===== config.mk =====
export PLATFORM = sky130hd
export DESIGN_NAME = link_tx_end_flat
export DESIGN_NICKNAME = d
export VERILOG_FILES = /design/src/inc/chip_link_pkg.sv /design/src/inc/chip_link_if.sv /design/src/core/link_tx_end.sv /design/src/flat_wrapper.sv
export SDC_FILE = /design/constraint.sdc
export NUM_CORES = 1
export LEC_CHECK = 0
export ABC_AREA = 1
export BUFFER_PORTS_ARGS = -buffer_cell sky130_fd_sc_hd__buf_2
export CORE_UTILIZATION = 40
export CTS_BUF_LIST = sky130_fd_sc_hd__clkbuf_8 sky130_fd_sc_hd__clkbuf_16
export DETAILED_ROUTE_END_ITERATION = 8
export HOLD_SLACK_MARGIN = 0.02
export PLACE_DENSITY = 0.59
export SLEW_MARGIN = 20
export SYNTH_ARGS = -nofsm -noshare
export SYNTH_HDL_FRONTEND = slang
export SYNTH_SLANG_ARGS = --single-unit

===== constraint.sdc =====
create_clock -name mclk -period 6.9 [get_ports mclk]
set_clock_uncertainty 0.1 [all_clocks]
set_input_delay 0.345 -clock mclk [delete_from_list [all_inputs] [get_ports mclk]]
set_output_delay 0.345 -clock mclk [all_outputs]
set_load 0.01 [all_outputs]

===== src/inc/chip_link_pkg.sv =====
// shared constants and channel decoding for the chip-edge link
package chip_link_pkg;

	localparam int WORD_W = 32;
	localparam int HALF_W = 16;
	localparam int NUM_CH = 3;

	// merged valid and channel select carried on the state field
	localparam logic [1:0] ST_NONE   = 2'h0;
	localparam logic [1:0] ST_STATIC = 2'h1;
	localparam logic [1:0] ST_MEM    = 2'h2;
	localparam logic [1:0] ST_LOW    = 2'h3;

	// credit line positions, one per logical channel
	localparam int CR_STATIC = 0;
	localparam int CR_MEM    = 1;
	localparam int CR_LOW    = 2;

	// transfer width modes, both ends must be given the same one
	localparam logic [1:0] MODE_FULL   = 2'h0;
	localparam logic [1:0] MODE_NARROW = 2'h1;
	localparam logic [1:0] MODE_HALF   = 2'h2;

	// default depths; the sender's credit count must equal the receive depth
	localparam int RX_DEPTH_DEF = 4;
	localparam int CB_DEPTH_DEF = 8;

	// state code to credit line / buffer index; ST_NONE must not be passed
	function automatic logic [1:0] chan_idx(input logic [1:0] st);
		return st - 2'h1;
	endfunction

	function automatic logic [1:0] idx_state(input logic [1:0] idx);
		return idx + 2'h1;
	endfunction

endpackage


===== src/inc/chip_link_if.sv =====
// one direction of the chip-edge link: word path, state field, fit flag, credits
`timescale 1ns/1ps
interface chip_link_if;
	logic [1:0]  state;
	logic [31:0] data;
	logic        fit;
	logic [2:0]  credit;

	modport tx_end (
		output state,
		output data,
		output fit,
		input  credit
	);

	modport rx_end (
		input  state,
		input  data,
		input  fit,
		output credit
	);
endinterface


===== src/core/link_tx_end.sv =====
// sending end: credit-gated channel mux, width modes and commit buffer
`timescale 1ns/1ps
// What this block does
// - three channels share one 32-bit path
// - state 0 idle, 1 static, 2 mem, 3 low
// - separate credit line per channel
// - narrow mode: signed 16 bits plus fit flag
// - no fit: upper half next cycle, rejoined
// - half mode: every word over two cycles
// - extra hop cycle tolerated via credits
// - commit-buffer dynamic message sent unbroken
// - software disables interrupts for uncommitted sends
module link_tx_end
	import chip_link_pkg::*;
#(
	parameter int CREDITS  = RX_DEPTH_DEF,
	parameter int CB_DEPTH = CB_DEPTH_DEF
) (
	input  wire logic              mclk,
	input  wire logic              rst_n,
	chip_link_if.tx_end            link,
	input  wire logic [1:0]        link_mode,
	input  wire logic              send_valid,
	input  wire logic [1:0]        send_chan,
	input  wire logic [WORD_W-1:0] send_data,
	output logic [NUM_CH-1:0]      send_ready,
	input  wire logic              commit_valid,
	input  wire logic [1:0]        commit_chan,
	input  wire logic [WORD_W-1:0] commit_data,
	input  wire logic              commit_last,
	output logic                   commit_ready,
	output logic                   commit_busy
);
	localparam int CW  = $clog2(CREDITS + 1);
	localparam int BAW = (CB_DEPTH > 1) ? $clog2(CB_DEPTH) : 1;
	localparam int BCW = $clog2(CB_DEPTH + 1);

	logic [CW-1:0]     credit_reg [NUM_CH];
	logic [CW-1:0]     credit_next[NUM_CH];
	logic [1:0]        state_reg,     state_next;
	logic [WORD_W-1:0] data_reg,      data_next;
	logic              fit_reg,       fit_next;
	logic              pend_reg,      pend_next;
	logic [1:0]        pend_st_reg,   pend_st_next;
	logic [HALF_W-1:0] pend_data_reg, pend_data_next;
	logic [NUM_CH-1:0] ready_reg,     ready_next;

	logic [WORD_W-1:0] cb_mem_reg [CB_DEPTH];
	logic [WORD_W-1:0] cb_mem_next[CB_DEPTH];
	logic [BCW-1:0]    cb_cnt_reg,    cb_cnt_next;
	logic [BAW-1:0]    cb_rd_reg,     cb_rd_next;
	logic [1:0]        cb_chan_reg,   cb_chan_next;
	logic              launch_reg,    launch_next;
	logic              cready_reg,    cready_next;

	function automatic logic fits_signed16(input logic [WORD_W-1:0] w);
		return w[WORD_W-1:HALF_W] == {HALF_W{w[HALF_W-1]}};
	endfunction

	// word path and credits
	always_comb begin
		logic              have;
		logic [WORD_W-1:0] word;
		logic [1:0]        wchan;
		logic [NUM_CH-1:0] used;
		have           = 1'b0;
		word           = '0;
		wchan          = ST_NONE;
		used           = '0;
		state_next     = ST_NONE;
		data_next      = '0;
		fit_next       = 1'b0;
		pend_next      = 1'b0;
		pend_st_next   = pend_st_reg;
		pend_data_next = pend_data_reg;
		cb_mem_next    = cb_mem_reg;
		cb_cnt_next    = cb_cnt_reg;
		cb_rd_next     = cb_rd_reg;
		cb_chan_next   = cb_chan_reg;
		launch_next    = launch_reg;

		if (pend_reg) begin
			// second half owns this cycle; its credit was taken with the first
			state_next = pend_st_reg;
			data_next  = {{HALF_W{1'b0}}, pend_data_reg};
		end else if (launch_reg && credit_reg[chan_idx(cb_chan_reg)] != '0) begin
			// launched message drains ahead of any direct word
			have       = 1'b1;
			word       = cb_mem_reg[cb_rd_reg];
			wchan      = cb_chan_reg;
			cb_rd_next = cb_rd_reg + 1'b1;
			if (cb_cnt_reg == BCW'(1)) begin
				launch_next = 1'b0;
				cb_rd_next  = '0;
			end
		end else if (send_valid && send_chan != ST_NONE && ready_reg[chan_idx(send_chan)]) begin
			have  = 1'b1;
			word  = send_data;
			wchan = send_chan;
		end

		if (have) begin
			state_next             = wchan;
			used[chan_idx(wchan)]  = 1'b1;
			case (link_mode)
				MODE_NARROW: begin
					fit_next       = fits_signed16(word);
					data_next      = {{HALF_W{1'b0}}, word[HALF_W-1:0]};
					pend_next      = !fits_signed16(word);
					pend_st_next   = wchan;
					pend_data_next = word[WORD_W-1:HALF_W];
				end
				MODE_HALF: begin
					data_next      = {{HALF_W{1'b0}}, word[HALF_W-1:0]};
					pend_next      = 1'b1;
					pend_st_next   = wchan;
					pend_data_next = word[WORD_W-1:HALF_W];
				end
				default: begin
					data_next = word;
					fit_next  = 1'b1;
				end
			endcase
		end

		// filling never overlaps draining: commit_ready is low once launched
		if (commit_valid && cready_reg) begin
			cb_mem_next[cb_cnt_reg[BAW-1:0]] = commit_data;
			if (cb_cnt_reg == '0) begin
				cb_chan_next = commit_chan;
			end
			if (commit_last) begin
				launch_next = 1'b1;
			end
		end
		cb_cnt_next = cb_cnt_reg + BCW'(commit_valid && cready_reg)
			- BCW'(have && launch_reg && !pend_reg);

		// late returns from a longer off-chip hop only delay the refill
		for (int i = 0; i < NUM_CH; i++) begin
			credit_next[i] = credit_reg[i] + CW'(link.credit[i]) - CW'(used[i]);
			ready_next[i]  = credit_next[i] != '0 && !pend_next && !launch_next;
		end
		cready_next = !launch_next && cb_cnt_next < BCW'(CB_DEPTH);
	end

	always_ff @(posedge mclk or negedge rst_n) begin
		if (!rst_n) begin
			for (int i = 0; i < NUM_CH; i++) begin
				credit_reg[i] <= CW'(CREDITS);
			end
			state_reg     <= ST_NONE;
			data_reg      <= '0;
			fit_reg       <= 1'b0;
			pend_reg      <= 1'b0;
			pend_st_reg   <= ST_NONE;
			pend_data_reg <= '0;
			ready_reg     <= '0;
		end else begin
			credit_reg    <= credit_next;
			state_reg     <= state_next;
			data_reg      <= data_next;
			fit_reg       <= fit_next;
			pend_reg      <= pend_next;
			pend_st_reg   <= pend_st_next;
			pend_data_reg <= pend_data_next;
			ready_reg     <= ready_next;
		end
	end

	always_ff @(posedge mclk or negedge rst_n) begin
		if (!rst_n) begin
			for (int j = 0; j < CB_DEPTH; j++) begin
				cb_mem_reg[j] <= '0;
			end
			cb_cnt_reg  <= '0;
			cb_rd_reg   <= '0;
			cb_chan_reg <= ST_MEM;
			launch_reg  <= 1'b0;
			cready_reg  <= 1'b0;
		end else begin
			cb_mem_reg  <= cb_mem_next;
			cb_cnt_reg  <= cb_cnt_next;
			cb_rd_reg   <= cb_rd_next;
			cb_chan_reg <= cb_chan_next;
			launch_reg  <= launch_next;
			cready_reg  <= cready_next;
		end
	end

	assign link.state   = state_reg;
	assign link.data    = data_reg;
	assign link.fit     = fit_reg;
	assign send_ready   = ready_reg;
	assign commit_ready = cready_reg;
	assign commit_busy  = launch_reg;
endmodule


===== src/flat_wrapper.sv =====
// flat-port wrapper written by rule: the top's interface ports become plain ports
module link_tx_end_flat import chip_link_pkg::*;
#(
	parameter int CREDITS  = RX_DEPTH_DEF,
	parameter int CB_DEPTH = CB_DEPTH_DEF
)
  (mclk, rst_n, link_mode, send_valid, send_chan, send_data, send_ready, commit_valid, commit_chan, commit_data, commit_last, commit_ready, commit_busy, link_state, link_data, link_fit, link_credit);
  chip_link_if link_i ();
  input  wire logic mclk;
  input  wire logic rst_n;
  input  wire logic [1:0] link_mode;
  input  wire logic send_valid;
  input  wire logic [1:0] send_chan;
  input  wire logic [WORD_W-1:0] send_data;
  output logic [NUM_CH-1:0] send_ready;
  input  wire logic commit_valid;
  input  wire logic [1:0] commit_chan;
  input  wire logic [WORD_W-1:0] commit_data;
  input  wire logic commit_last;
  output logic commit_ready;
  output logic commit_busy;
  output wire logic [$bits(link_i.state)-1:0] link_state;
  output wire logic [$bits(link_i.data)-1:0] link_data;
  output wire logic [$bits(link_i.fit)-1:0] link_fit;
  input wire logic [$bits(link_i.credit)-1:0] link_credit;
  assign link_state = link_i.state;
  assign link_data = link_i.data;
  assign link_fit = link_i.fit;
  assign link_i.credit = link_credit;
  link_tx_end #(.CREDITS(CREDITS), .CB_DEPTH(CB_DEPTH)) u_core (.mclk(mclk), .rst_n(rst_n), .link(link_i), .link_mode(link_mode), .send_valid(send_valid), .send_chan(send_chan), .send_data(send_data), .send_ready(send_ready), .commit_valid(commit_valid), .commit_chan(commit_chan), .commit_data(commit_data), .commit_last(commit_last), .commit_ready(commit_ready), .commit_busy(commit_busy));
endmodule

## After elaboration in Yosys (flattened, before gate mapping)

Cells that the tools add are included.

| storage, ports and cells | value |
|---|---|
| input bits | 78 |
| register bits after elaboration | 333 |
| output and inout port bits | 40 |
| logic and storage cells | 118 |

| cells by class | value |
|---|---|
| equality and inequality tests | 4 |
| muxes and demuxes | 38 |
| reduce and logical (&&, ||, !) cells | 29 |
| bitwise logic cells | 4 |
| add/subtract/negate cells | 12 |
| magnitude comparators | 8 |

Operators with widths:

| operator | number |
|---|---|
| 256-bit bitwise mux | 1 |
| 32-bit two-way mux | 8 |
| 32-bit binary-select mux with 3-bit select | 1 |
| 32-bit demux with 3-bit select | 1 |
| 16-bit equality test | 1 |
| 16-bit two-way mux | 1 |
| 1-bit logical AND | 15 |
| 1-bit two-way mux | 12 |
| 3-bit two-way mux | 4 |
| 3-bit nonzero test | 4 |
| 2-bit two-way mux | 5 |
| 3-bit by 1-bit adder with 3-bit output | 3 |
| 3-bit by 1-bit subtractor with 3-bit output | 3 |
| 4-bit >= comparator (second input constant) | 2 |
| 3-bit NOT with 4-bit output | 2 |
| 3-bit binary-select mux with 2-bit select | 1 |
| 2-bit by 3-bit < comparator with 1-bit output (second input constant) | 2 |
| 2-bit AND reduction | 3 |
| 2-bit by 1-bit subtractor with 2-bit output (second input constant) | 3 |
| 4-bit by 1-bit adder with 4-bit output | 1 |
| 4-bit by 1-bit equality test with 1-bit output (second input constant) | 1 |
| 1-bit logical NOT | 4 |
| 4-bit logical NOT | 1 |
| 4-bit by 1-bit < comparator with 1-bit output (second input constant) | 1 |
| other kinds (14) | 15 |

## Depth between registers and ports, before layout

| depth | value |
|---|---|
| word-level depth | 19 |
| gate-level depth with buffers | 19 |
| gate-level depth less buffers | 19 |

## Least setup slack after synthesis

OpenSTA, ideal clock, no wires.

| timing | value |
|---|---|
| path type | input port to flip-flop |
| from | input port send_chan[1] |
| to | register u_core.ready_reg[0] (netlist: u_core.send_ready[0]) |
| stages | 17 |
| arrival time | 2.830 ns |
| slack | 3.840 ns |
| required time | 6.670 ns |
| cells stage by stage | inv_1 -> ha_1 -> nor2_1 -> nor2_1 -> nand3_1 -> nor2_2 -> nand2_1 -> o22ai_1 -> nor2_1 -> ha_1 -> inv_1 -> ha_1 -> fa_1 -> xnor2_1 -> xor2_1 -> o31ai_1 -> a21oi_2 |

RTL lines:

| what | RTL line | RTL |
|---|---|---|
| start, declared | flat_wrapper.sv:13 | `input wire logic [1:0] send_chan;` |
| end signal, assigned | link_tx_end.sv:167 | `ready_reg <= ready_next;` |
| end, declared | link_tx_end.sv:46 | `logic [NUM_CH-1:0] ready_reg, ready_next;` |

==> metrics.yaml <==
status: "complete, no violations"
syn-num-nets: 2018
num_io_pins: 118
end_kind: "flop"
netlist_area_mm2: 0.0155
die_x_um: 199
routed_wl_mm: 42.1
htree_levels: 2
leakage_nw: 8.72
synth-edff-count: 0
drc: 0
max_freq_mhz: 232
cts_tree: "done"
grt_first_pass_wirelength_mm: 67.7
syn_inst: 1918
ir_drop_v: 0.000248
min_to: "u_core.cb_mem_reg[205]"
async_flop_share: 1.00
insertion_delay_ns: 0.51
startpoint_type: "flop"
required_ns: 7.19
grt_usage: 0.220
holdPathStages: 3
hp-start: "commit_data[13]"
syn2layout_area_growth_pct: 15.4
switching_share: 0.406
fin_nets: 2104
drtPass1Iterations: 5
dp.cells: 2448
regArea_mm2: 0.00834
pwr_density_cell_mw_per_mm2: 489
largest_reg_flops: 256
worstPathMaxFanout: 35
die_h_um: 199
vias: 12673
numCtsBuffers: 37
finalMaxSlewViolations: 0
yosys_warnings: 0
cts.sinks: 333
fill_cells: 3794
grt_max_degree: 146
layout_common_cells: "nand2_1 (502), dfrtp_1 (327), o21ai_0 (293)"
r2r_setup_slack_ns: 2.59
crit_start: "u_core.pend_reg"
fin_crit_sh: 0.625
synth_cell_types: 32
rows: 71
comb_power_share: 0.399
final_cells: 2541
seqPwrFrac: 0.374
power.total_mw: 8.75
crit_arrival_ns: 4.60
reg2reg_depth: 13
setup_violations: 0
synth-seq-area-share: 0.537
clockRootBuffer: "clkbuf_16"
hold_viol_final: 0
core-area_mm2: 0.0379
clk_path_buf_depth: 3
yosys_most_used_dff: "dfrtp_1"
gp_congestion: 0.885
rr_startpoint: "u_core.pend_reg"
cts_setup_buffers: 0
port_buffers: 117
synth_area_per_cell_um2: 8.09
hpwl_mm: 25.3
grt_setup_unrepaired: "no"
ys_seq_elements: 333
drt_iter0_markers: 1064
postRouteAntennaNets: 0
grt_overflow_total: 0
setup_tns_ns: 0
crit_slowest_cell: "nand4_1"
slew_headroom: 0.297
switching_power_mw: 3.55
clockPowerShare: 0.227
worst_pin_slew_ns: 1.05
drive_above_1_share: 0.116
final_util: 0.472
critPathKind: "flop to flop"
hold_ws_ns: 0.0471
cts.clk_slew.worst_paths_ns: 0.06
multiInputGateArea_mm2: 0.00599
critPathMaxStageDelay_ns: 0.87
grt_pass1_vias: 12271
dieArea_mm2: 0.0396
r2r_end: "u_core.send_ready[0]"
path_cells: "inv_2 > nand4_1 > o22ai_1 > inv_1 > nor2_1 > ha_1 > inv_1 > ha_1 > fa_1 > xnor2_1 > xor2_1 > o31ai_1 > a21oi_2"
maxCapViolCount: 0
drt-vias-per-instance: 4.99
internal-power_mw: 5.20
grt_antenna_before_repair: 1
finalCriticalPeriod_ns: 4.31
final_common_cell: "nand2_1"
start_util: 0.409
wl_per_cell_um: 16.6
hp-class: "primary input to flop"
-- Yosys cell counts (all sizes together) (17+ instances only) --
library cell    n  area [um2]
ha             18         225
o21ai         318        1610
nor2          177         682
nand2         508        1910
a21oi         143         727
o211ai         17         148
buf            44         277
dfrtp         329        8230
clkbuf         72         272
inv           181         682
nand3          87         440
-- final cells by class --
type                       count  area share
multi-input combinational   1288       0.335
timing repair buffer         163      0.0572
tap                          511      0.0357
antenna                        1    0.000140
clock inverter                18     0.00978
inverter                     181      0.0381
clock buffer                  46      0.0586
sequential                   333       0.466
-- timing repair --
item                                   CTS  global route
endpoints found under the hold margin  154             0
hold buffers                            28             0
resized for setup                        0             0
-- worst max path at each step --
stage	slack [ns]	endpoint	cells after the start
after floorplan	3.84	u_core.send_ready[0]	17
after global placement	2.84	u_core.send_ready[0]	13
after detailed placement	2.67	u_core.send_ready[0]	12
after CTS	2.58	u_core.send_ready[0]	12
after global routing	2.22	u_core.send_ready[0]	13
final	2.59	u_core.send_ready[0]	13
-- power groups by stage --
stage / sequential [mW] / clock [mW] / combinational, mW
3_3_place_gp: 3.28 / 0 / 3.40
2_1_floorplan: 3.19 / 0 / 2.54
6_report: 3.28 / 1.99 / 3.49
3_5_place_dp: 3.30 / 0 / 3.45
4_1_cts: 3.28 / 2.03 / 3.49
5_1_grt: 3.38 / 2.11 / 4.00
-- cell families (layout without fill, tap and decap cells) --
kind of cell    count (synthesis)  count (layout)  share of synthesized area
simple gates                  774             774                      0.197
compound gates                484             484                      0.163
buf+inv                       297             408                     0.0792
fa+ha+maj                      22              22                     0.0197
xor+xnor                        8               8                    0.00451
flops                         333             333                      0.537
other cells                     0               1                          0
-- metal layers --
metal	routed length, um	track usage	vias up
met5	0	0	-
met4	572	0.0425	0
met3	2460	0.0368	49
met2	18800	0.350	322
met1	20200	0.317	5996
li1	-	-	6306
-- through the flow --
stage	area, um2	worst slack (ns)
after global routing	17900	2.22
after global placement	16400	2.84
after floorplan	15500	3.84
after detailed placement	16400	2.67
after CTS	17900	2.58
final	17900	2.59
-- critical path, delay by kind of cell (launching register included) --
| family | cells | cell delay (ns) |
|---|---|---|
| adders and majority gates | 3 | 0.74 |
| xor gates and xnor gates | 2 | 0.32 |
| buffers and inverters | 3 | 0.62 |
| and+or+nand+nor | 2 | 1.00 |
| AOI/OAI and AO/OA | 3 | 0.92 |
| DFF | 1 | 0.48 |
Power figures use the tool's default switching activity.
